`src/rtl/tbbs_pkg.sv`:
```
package tbbs_pkg;

  // ----------------------------------------------------------------
  // Register map
  // ----------------------------------------------------------------
  // Printed offsets are not all multiples of four: they are indices
  localparam logic [7:0] IDX_REPEAT_COUNT = 8'ha6;
  localparam logic [7:0] IDX_ON_DURATION  = 8'ha7;
  localparam logic [7:0] IDX_OFF_DURATION = 8'ha8;
  localparam logic [7:0] IDX_CONTROL      = 8'ha0;
  localparam logic [7:0] IDX_STATUS       = 8'ha9;
  localparam int         ADDR_WIDTH       = 10;
  localparam int         ADDR_LSB         = 2;

  localparam logic [2:0] RESET_REPEAT = 3'h0;
  localparam logic [5:0] RESET_ON     = 6'h02;
  localparam logic [5:0] RESET_OFF    = 6'h01;
  localparam int         RUN_BIT      = 7;

  // ----------------------------------------------------------------
  // Field codes
  // ----------------------------------------------------------------
  localparam logic [2:0] REPEAT_INFINITE = 3'h7;
  localparam logic [2:0] REPEAT_CODE_4   = 3'h3;
  localparam logic [2:0] REPEAT_CODE_8   = 3'h4;
  localparam logic [2:0] REPEAT_CODE_16  = 3'h5;
  localparam logic [5:0] DUR_FINE_LAST   = 6'h14;
  localparam logic [5:0] DUR_COARSE_FIRST = 6'h19;
  localparam logic [5:0] DUR_CONTINUOUS  = 6'h3f;
  localparam logic [5:0] DUR_COARSE_BASE = 6'h14;

  // ----------------------------------------------------------------
  // Timing
  // ----------------------------------------------------------------
  localparam int CLK_HZ       = 25_000_000;
  localparam int TICK_MS      = 10;
  localparam int TICK_CYCLES  = CLK_HZ / 1000 * TICK_MS;
  localparam int TICK_WIDTH   = 18;
  localparam int STEP_WIDTH   = 8;
  localparam int COUNT_WIDTH  = 6;

  // ----------------------------------------------------------------
  // Types
  // ----------------------------------------------------------------
  typedef enum logic [1:0] {
    TBBS_IDLE = 2'b00,
    TBBS_ON   = 2'b01,
    TBBS_OFF  = 2'b10,
    TBBS_STOP = 2'b11
  } tbbs_state_t;

  typedef struct packed {
    logic [2:0] repeatCode;
    logic [5:0] onCode;
    logic [5:0] offCode;
  } tbbs_cfg_t;

endpackage

```
`src/rtl/tbbs_duration_decode.sv`:
```
`timescale 1ns/1ps
// ------------------------------------------------------------------
// Duration code to count of 10 ms ticks
// ------------------------------------------------------------------
module tbbs_duration_decode (
  input  wire logic [5:0]                    durCode,
  output logic [tbbs_pkg::STEP_WIDTH-1:0]    tickCount,
  output logic                               continuous
);

  logic [tbbs_pkg::STEP_WIDTH-1:0] coarseSteps;

  always_comb begin
    coarseSteps = tbbs_pkg::STEP_WIDTH'(durCode - tbbs_pkg::DUR_COARSE_BASE);
    continuous  = (durCode == tbbs_pkg::DUR_CONTINUOUS);
    if (durCode <= tbbs_pkg::DUR_FINE_LAST) begin
      // Code zero taken as the shortest step
      tickCount = (durCode == 6'h00) ? tbbs_pkg::STEP_WIDTH'(1) :
                  tbbs_pkg::STEP_WIDTH'(durCode);
    end else if (durCode < tbbs_pkg::DUR_COARSE_FIRST) begin
      tickCount = tbbs_pkg::STEP_WIDTH'(tbbs_pkg::DUR_FINE_LAST);
    end else begin
      // 50 ms per code: 250 ms at 0x19 -> (code - 0x14) * 5 ticks
      tickCount = STEP_WIDTH_MUL5(coarseSteps);
    end
  end

  function automatic logic [tbbs_pkg::STEP_WIDTH-1:0] STEP_WIDTH_MUL5(
    input logic [tbbs_pkg::STEP_WIDTH-1:0] v
  );
    STEP_WIDTH_MUL5 = tbbs_pkg::STEP_WIDTH'({v, 2'b00} + v);
  endfunction

endmodule

```
`src/rtl/tbbs_repeat_decode.sv`:
```
`timescale 1ns/1ps
// ------------------------------------------------------------------
// Repeat code to number of beep cycles
// ------------------------------------------------------------------
module tbbs_repeat_decode (
  input  wire logic [2:0]                        repeatCode,
  output logic [tbbs_pkg::COUNT_WIDTH-1:0]       cycleTotal,
  output logic                                   infinite
);

  always_comb begin
    infinite = (repeatCode == tbbs_pkg::REPEAT_INFINITE);
    if (repeatCode <= tbbs_pkg::REPEAT_CODE_4) begin
      cycleTotal = tbbs_pkg::COUNT_WIDTH'(repeatCode) + 6'h01;
    end else if (repeatCode == tbbs_pkg::REPEAT_CODE_8) begin
      cycleTotal = 6'h08;
    end else if (repeatCode == tbbs_pkg::REPEAT_CODE_16) begin
      cycleTotal = 6'h10;
    end else begin
      cycleTotal = 6'h20;
    end
  end

endmodule

```
`src/rtl/tbbs_top.sv`:
```
`timescale 1ns/1ps
// Function
// - Repeat code selects 1-4, 8, 16, 32 cycles
// - Code 111 repeats until run cleared
// - Six-bit on duration, reset code 0x2
// - Six-bit off duration, reset code 0x1
// - Codes 0x1-0x14 give 10 ms steps
// - Codes 0x19-0x3C give 250-2000 ms
// - Code 0x3F makes phase continuous
// - Run bit self-clears after last cycle
// - Finite stop waits for cycle end
// - Continuous on-phase stop waits for zero crossing; continuous off phase goes idle at once
module tbbs_top #(
  parameter int TICK_CYCLES = tbbs_pkg::TICK_CYCLES
) (
  input  wire logic        sys_clk,
  input  wire logic        srst,
  input  wire logic        psel,
  input  wire logic        penable,
  input  wire logic        pwrite,
  input  wire logic [11:0] paddr,
  input  wire logic [31:0] pwdata,
  input  wire logic [3:0]  pstrb,
  output logic      [31:0] prdata,
  output logic             pready,
  output logic             pslverr,
  input  wire logic        zeroCross,
  output logic             toneEnable,
  output logic             toneMute
);

  // ----------------------------------------------------------------
  // Registers
  // ----------------------------------------------------------------
  tbbs_pkg::tbbs_cfg_t   cfg_reg;
  logic                  run_reg;
  tbbs_pkg::tbbs_state_t state_reg;
  logic [tbbs_pkg::TICK_WIDTH-1:0]  tick_reg;
  logic [tbbs_pkg::STEP_WIDTH-1:0]  step_reg;
  logic [tbbs_pkg::COUNT_WIDTH-1:0] cycle_reg;
  logic [31:0]           prdata_reg;
  logic                  pslverr_reg;

  logic [tbbs_pkg::STEP_WIDTH-1:0]  onTicks;
  logic [tbbs_pkg::STEP_WIDTH-1:0]  offTicks;
  logic [tbbs_pkg::COUNT_WIDTH-1:0] cycleTotal;
  logic                  onCont;
  logic                  offCont;
  logic                  infinite;
  logic                  continuousRun;
  logic                  tickDone;
  logic                  phaseDone;
  logic                  lastCycle;
  logic                  runClearSw;
  logic                  runSetSw;
  logic                  autoClear;

  // ----------------------------------------------------------------
  // Bus decode
  // ----------------------------------------------------------------
  logic                  access;
  logic                  wrEn;
  logic [tbbs_pkg::ADDR_WIDTH-1:0] wordIdx;
  logic                  hitRepeat;
  logic                  hitOn;
  logic                  hitOff;
  logic                  hitCtrl;
  logic                  hitStat;
  logic                  mapped;
  logic [31:0]           readMux;

  assign access    = psel && penable;
  assign wordIdx   = paddr[tbbs_pkg::ADDR_WIDTH+tbbs_pkg::ADDR_LSB-1:
                           tbbs_pkg::ADDR_LSB];
  assign hitRepeat = (wordIdx == 10'(tbbs_pkg::IDX_REPEAT_COUNT));
  assign hitOn     = (wordIdx == 10'(tbbs_pkg::IDX_ON_DURATION));
  assign hitOff    = (wordIdx == 10'(tbbs_pkg::IDX_OFF_DURATION));
  assign hitCtrl   = (wordIdx == 10'(tbbs_pkg::IDX_CONTROL));
  assign hitStat   = (wordIdx == 10'(tbbs_pkg::IDX_STATUS));
  assign mapped    = (hitRepeat || hitOn || hitOff || hitCtrl || hitStat)
                     && (paddr[1:0] == 2'b00);
  assign wrEn      = access && pwrite && pstrb[0] && mapped;
  assign pready    = psel && penable;
  assign prdata    = prdata_reg;
  assign pslverr   = pslverr_reg;

  always_comb begin
    readMux = 32'h0000_0000;
    if (mapped) begin
      if (hitRepeat) begin
        readMux[2:0] = cfg_reg.repeatCode;
      end else if (hitOn) begin
        readMux[5:0] = cfg_reg.onCode;
      end else if (hitOff) begin
        readMux[5:0] = cfg_reg.offCode;
      end else if (hitCtrl) begin
        readMux[tbbs_pkg::RUN_BIT] = run_reg;
      end else if (hitStat) begin
        readMux[1:0]  = state_reg;
        readMux[13:8] = cycle_reg;
      end
    end
  end

  // Read data launched in the setup phase so it stands through access
  always_ff @(posedge sys_clk) begin
    if (srst) begin
      prdata_reg <= 32'h0000_0000;
    end else if (psel && !penable) begin
      prdata_reg <= readMux;
    end
  end

  always_comb begin
    pslverr_reg = access && !mapped;
  end

  // ----------------------------------------------------------------
  // Configuration registers
  // ----------------------------------------------------------------
  always_ff @(posedge sys_clk) begin
    if (srst) begin
      cfg_reg.repeatCode <= tbbs_pkg::RESET_REPEAT;
      cfg_reg.onCode     <= tbbs_pkg::RESET_ON;
      cfg_reg.offCode    <= tbbs_pkg::RESET_OFF;
    end else if (wrEn) begin
      if (hitRepeat) begin
        cfg_reg.repeatCode <= pwdata[2:0];
      end
      if (hitOn) begin
        cfg_reg.onCode <= pwdata[5:0];
      end
      if (hitOff) begin
        cfg_reg.offCode <= pwdata[5:0];
      end
    end
  end

  // ----------------------------------------------------------------
  // Decoders
  // ----------------------------------------------------------------
  tbbs_duration_decode u_on_decode (
    .durCode    (cfg_reg.onCode),
    .tickCount  (onTicks),
    .continuous (onCont)
  );

  tbbs_duration_decode u_off_decode (
    .durCode    (cfg_reg.offCode),
    .tickCount  (offTicks),
    .continuous (offCont)
  );

  tbbs_repeat_decode u_repeat_decode (
    .repeatCode (cfg_reg.repeatCode),
    .cycleTotal (cycleTotal),
    .infinite   (infinite)
  );

  // ----------------------------------------------------------------
  // Run request
  // ----------------------------------------------------------------
  assign runSetSw   = wrEn && hitCtrl && pwdata[tbbs_pkg::RUN_BIT];
  assign runClearSw = wrEn && hitCtrl && !pwdata[tbbs_pkg::RUN_BIT];
  assign lastCycle  = !infinite && (cycle_reg == cycleTotal - 6'h01);
  assign autoClear  = (state_reg == tbbs_pkg::TBBS_OFF) && phaseDone
                      && lastCycle;

  always_ff @(posedge sys_clk) begin
    if (srst) begin
      run_reg <= 1'b0;
    end else if (runSetSw) begin
      run_reg <= 1'b1;
    end else if (autoClear) begin
      run_reg <= 1'b0;
    end else if (runClearSw) begin
      run_reg <= 1'b0;
    end
  end

  // ----------------------------------------------------------------
  // Timebase
  // ----------------------------------------------------------------
  assign tickDone  = (tick_reg == tbbs_pkg::TICK_WIDTH'(
                      TICK_CYCLES - 1));
  assign phaseDone = tickDone && (step_reg == 8'h01);
  assign continuousRun = (state_reg == tbbs_pkg::TBBS_ON && onCont) ||
                         (state_reg == tbbs_pkg::TBBS_OFF && offCont);

  always_ff @(posedge sys_clk) begin
    if (srst) begin
      tick_reg <= '0;
    end else if (state_reg == tbbs_pkg::TBBS_IDLE || tickDone ||
                 continuousRun) begin
      // Timebase idles in IDLE and continuous phases; it keeps counting in STOP
      tick_reg <= '0;
    end else begin
      tick_reg <= tick_reg + 18'h00001;
    end
  end

  // ----------------------------------------------------------------
  // Sequencer
  // ----------------------------------------------------------------
  always_ff @(posedge sys_clk) begin
    if (srst) begin
      state_reg <= tbbs_pkg::TBBS_IDLE;
      step_reg  <= '0;
      cycle_reg <= '0;
    end else begin
      unique case (state_reg)
        tbbs_pkg::TBBS_IDLE: begin
          cycle_reg <= '0;
          if (run_reg) begin
            state_reg <= tbbs_pkg::TBBS_ON;
            step_reg  <= onTicks;
          end
        end
        tbbs_pkg::TBBS_ON: begin
          if (onCont) begin
            if (!run_reg) begin
              state_reg <= tbbs_pkg::TBBS_STOP;
            end
          end else if (tickDone) begin
            if (phaseDone) begin
              state_reg <= tbbs_pkg::TBBS_OFF;
              step_reg  <= offTicks;
            end else begin
              step_reg <= step_reg - 8'h01;
            end
          end
        end
        tbbs_pkg::TBBS_OFF: begin
          if (offCont) begin
            if (!run_reg) begin
              state_reg <= tbbs_pkg::TBBS_IDLE;
            end
          end else if (tickDone) begin
            if (phaseDone) begin
              cycle_reg <= cycle_reg + 6'h01;
              if (!run_reg || lastCycle) begin
                state_reg <= tbbs_pkg::TBBS_IDLE;
              end else begin
                state_reg <= tbbs_pkg::TBBS_ON;
                step_reg  <= onTicks;
              end
            end else begin
              step_reg <= step_reg - 8'h01;
            end
          end
        end
        tbbs_pkg::TBBS_STOP: begin
          if (zeroCross) begin
            state_reg <= tbbs_pkg::TBBS_IDLE;
          end
        end
      endcase
    end
  end

  // ----------------------------------------------------------------
  // Tone gate outputs
  // ----------------------------------------------------------------
  always_ff @(posedge sys_clk) begin
    if (srst) begin
      toneEnable <= 1'b0;
      toneMute   <= 1'b1;
    end else begin
      toneEnable <= (state_reg == tbbs_pkg::TBBS_ON) ||
                    (state_reg == tbbs_pkg::TBBS_STOP);
      toneMute   <= !((state_reg == tbbs_pkg::TBBS_ON) ||
                      (state_reg == tbbs_pkg::TBBS_STOP));
    end
  end

endmodule

```
`config.mk`:
```
export PLATFORM = sky130hd
export DESIGN_NAME = tbbs_top
export DESIGN_NICKNAME = d
export VERILOG_FILES = /design/src/rtl/tbbs_pkg.sv /design/src/rtl/tbbs_duration_decode.sv /design/src/rtl/tbbs_repeat_decode.sv /design/src/rtl/tbbs_top.sv
export SDC_FILE = /design/constraint.sdc
export NUM_CORES = 1
export LEC_CHECK = 0
export ABC_CLOCK_PERIOD_IN_PS = 8000
export BUFFER_PORTS_ARGS = -buffer_cell sky130_fd_sc_hd__buf_2
export CAP_MARGIN = 0
export CORE_MARGIN = 3
export CORE_UTILIZATION = 45
export CTS_CLUSTER_DIAMETER = 80
export DETAILED_ROUTE_END_ITERATION = 8
export PLACE_DENSITY = 0.74
export SYNTH_ARGS = -nofsm -noshare
export SYNTH_HDL_FRONTEND = slang
export SYNTH_SLANG_ARGS = --single-unit
```
`constraint.sdc`:
```
create_clock -name sys_clk -period 8 [get_ports sys_clk]
set_clock_uncertainty 0.2 [all_clocks]
set_input_delay 2.4 -clock sys_clk [delete_from_list [all_inputs] [get_ports sys_clk]]
set_output_delay 2.4 -clock sys_clk [all_outputs]
set_load 0.05 [all_outputs]
```
==> key figures <==
Outcome
  – Status: finished, final reports clean

Drt
  – TritonRoute pass-1 iters: 5
  – Final ANT Viol Nets: 0
  – Via count: between 4000 and 5000
  – Drt wl/cell: 15.3 um
  – DRC viols: 0
  – Final WL: roughly 11000 um
  – 1st-iter DRT viols: between 200 and 300
  – Vias per cell: between 5 and 6

Worst setup path
  – Register-to-register setup slack: ~4.3 ns
  – Critical path type: input port to output port
  – Kind of end point of the critical path: output port
  – CP Max Fanout: 8
  – Arrival @ worst endpoint: roughly 4.0 ns
  – CP Launch Type: input port
  – Worst Path Required: around 5.4 ns

Floorplan
  – Die width: 107 um
  – Die area: 11400 um2
  – Initial core utilization: roughly 46%
  – Row count: 36
  – Chip height: 107 um
  – Core area: between 9000 and 10000 um2
  – I/O pins: 90

Finish
  – Antenna diodes: 0
  – Nets: roughly 670
  – Layout cells sized above 1: 12.6%
  – Fillers: around 950
  – Register area: 1300 um2
  – Synth-to-Final Area Change: 9.08%
  – Largest register FFs: 18
  – Multi-input logic area: between 2000 and 3000 um2
  – Final Non-Filler Cells: roughly 700

CTS
  – Max Root-Sink Buffers: 2
  – Clock root buffer: clkbuf_8
  – Post-CTS setup buffer count: 0
  – Number of gates resized after cts: 0
  – Hold Buf Count CTS: 0
  – CTS tree: done
  – Clk pin slew, worst setup/hold paths: 0.07 ns
  – H-tree depth: 3
  – Clk Latency, worst-skew pair: 0.36 ns
  – Inserted Clock Buffers: 9
  – Clock sinks: 65

Synthesis
  – Cell area after synthesis: ~4600 um2
  – Count leader, synth: nor2_1
  – Register bit total from synthesis: 65
  – Synth top area cells: dfxtp_1, ha_1, nor2_1
  – Ys async rst share: 0%
  – Yosys top cell by area: dfxtp_1
  – Register area share after synthesis: around 29%
  – Yosys top cell area share: between 20% and 30%
  – Post-synth EDFFs: 0
  – Avg Cell Area, Syn: between 8 and 9 um2
  – Count of cell types in the netlist: 68
  – Top cells by count, synth: nor2_1, dfxtp_1, ha_1, inv_1
  – Ys Warns: 0
  – Mapped Cells: between 500 and 600
  – Primary FF master, synth: dfxtp_1

STA
  – Period utilization: between 80% and 90%
  – Tmin final: 6.57 ns
  – Final setup fails: 0
  – Final Hold Viols: 0
  – Worst-margin pin slew: 0.847 ns
  – Worst setup margin: 1.43 ns
  – Setup TNS: 0 ns
  – Final hold slack: about 0.25 ns
  – Fin. max-slew vios: 0
  – RSZ-0062 raised after global routing: false
  – Relative slew slack: between 40% and 50%
  – Fmax achieved: around 150 MHz

Global routing
  – First-pass GRT wire length: 18500 um
  – Initial antenna violation count: 0
  – Total gr overflow: 0
  – Vias in the first global route: 3870
  – Largest net degree at the start of global routing: 46
  – GR Util All Layers: between 10% and 20%

Placed design
  – Final HPWL DP: between 8000 and 9000 um
  – DP Worst Slack: ~1.4 ns
  – Port Buf Inserts: between 40 and 50
  – Global placer's final weighted congestion: roughly 0.96
  – Cells after DPL: 703

Worst hold path
  – Hold Crit Class: register to register

Power and ir drop
  – Total power: 0.908 mW
  – Maximum VDD drop: 0.108 mV
  – PwrDens: 183 nW/um2
  – Static Leak: 2.00 nW

Job
  – Max-cap violations: 0
[cell usage in the layout (no fill, tap or decap), drive strengths merged, types with 6 or more instances in the layout]
cell type,instances
mux2i,19
nor4b,6
a21oi,25
and3,11
nor2b,7
and2,8
nand4,11
inv,32
nor2,72
nor3,16
ha,31
nand3,14
a21o,6
conb,19
clkbuf,10
dfxtp,65
buf,42
xor2,22
xnor2,19
nand2,25
a211oi,12
a22oi,12
o21ai,13
[stage by stage]
step | instance area, um2 | utilization [%]
after global routing | 4970 | 50.6
after detailed placement | 4750 | 48.4
final | 4970 | 50.6
after global placement | 4750 | 48.4
after floorplan | 4630 | -
after CTS | 4970 | 50.6
[cell type report]
cell class              count  share of cell area (%)
clock buffers              10                    2.57
clock inverters             6                    1.84
inverters                  31                    2.34
multi-input cells         432                    59.5
flip-flops and latches     65                    26.2
well taps                 133                    3.35
repair buffers             42                    4.23
[where the power goes]
part,internal (mW),switching (mW)
Combinational,0.0883,0.142
Sequential,0.339,0.0210
Clock,0.177,0.140
Total,0.604,0.304
[routing by layer]
layer | global-route usage [%] | vias to the layer above | routed length [um]
met4 | 7.12 | 0 | 257
li1 | - | 1997 | -
met2 | 31.9 | 127 | 5180
met3 | 3.73 | 34 | 565
met1 | 26.6 | 1914 | 5040
met5 | 0 | - | 0
[logic make-up (layout without fill, tap and decap cells)]
kind of cell    count (synthesis)  count (layout)  synth area share, %
xor+xnor                       41              41                 7.88
flops                          65              65                 28.5
compound gates                110             110                 17.3
fa+ha+maj                      33              33                 9.39
buf+inv                        76              89                 8.01
mux                            19              19                 4.17
other cells                     1              19               0.0822
simple gates                  210             210                 24.7
[critical path: stages]
cell      delay, ns
buf_2          0.09
and4bb_1       0.29
and2_4         0.17
or4b_1         0.60
and2_1         0.22
buf_2          0.20
[final timing paths]
check,start,endpoint,cells after the start
worst max-delay path,paddr[8],pslverr,6
worst min-delay path,tick_reg[0]$_SDFF_PP0_,tick_reg[0]$_SDFF_PP0_,1
worst max register to register,cfg_reg[12]$_SDFFE_PP0P_,step_reg[3]$_SDFFE_PP0P_,11
worst min register to register,tick_reg[0]$_SDFF_PP0_,tick_reg[0]$_SDFF_PP0_,1
Note: power is estimated with default switching activity, not from simulation.
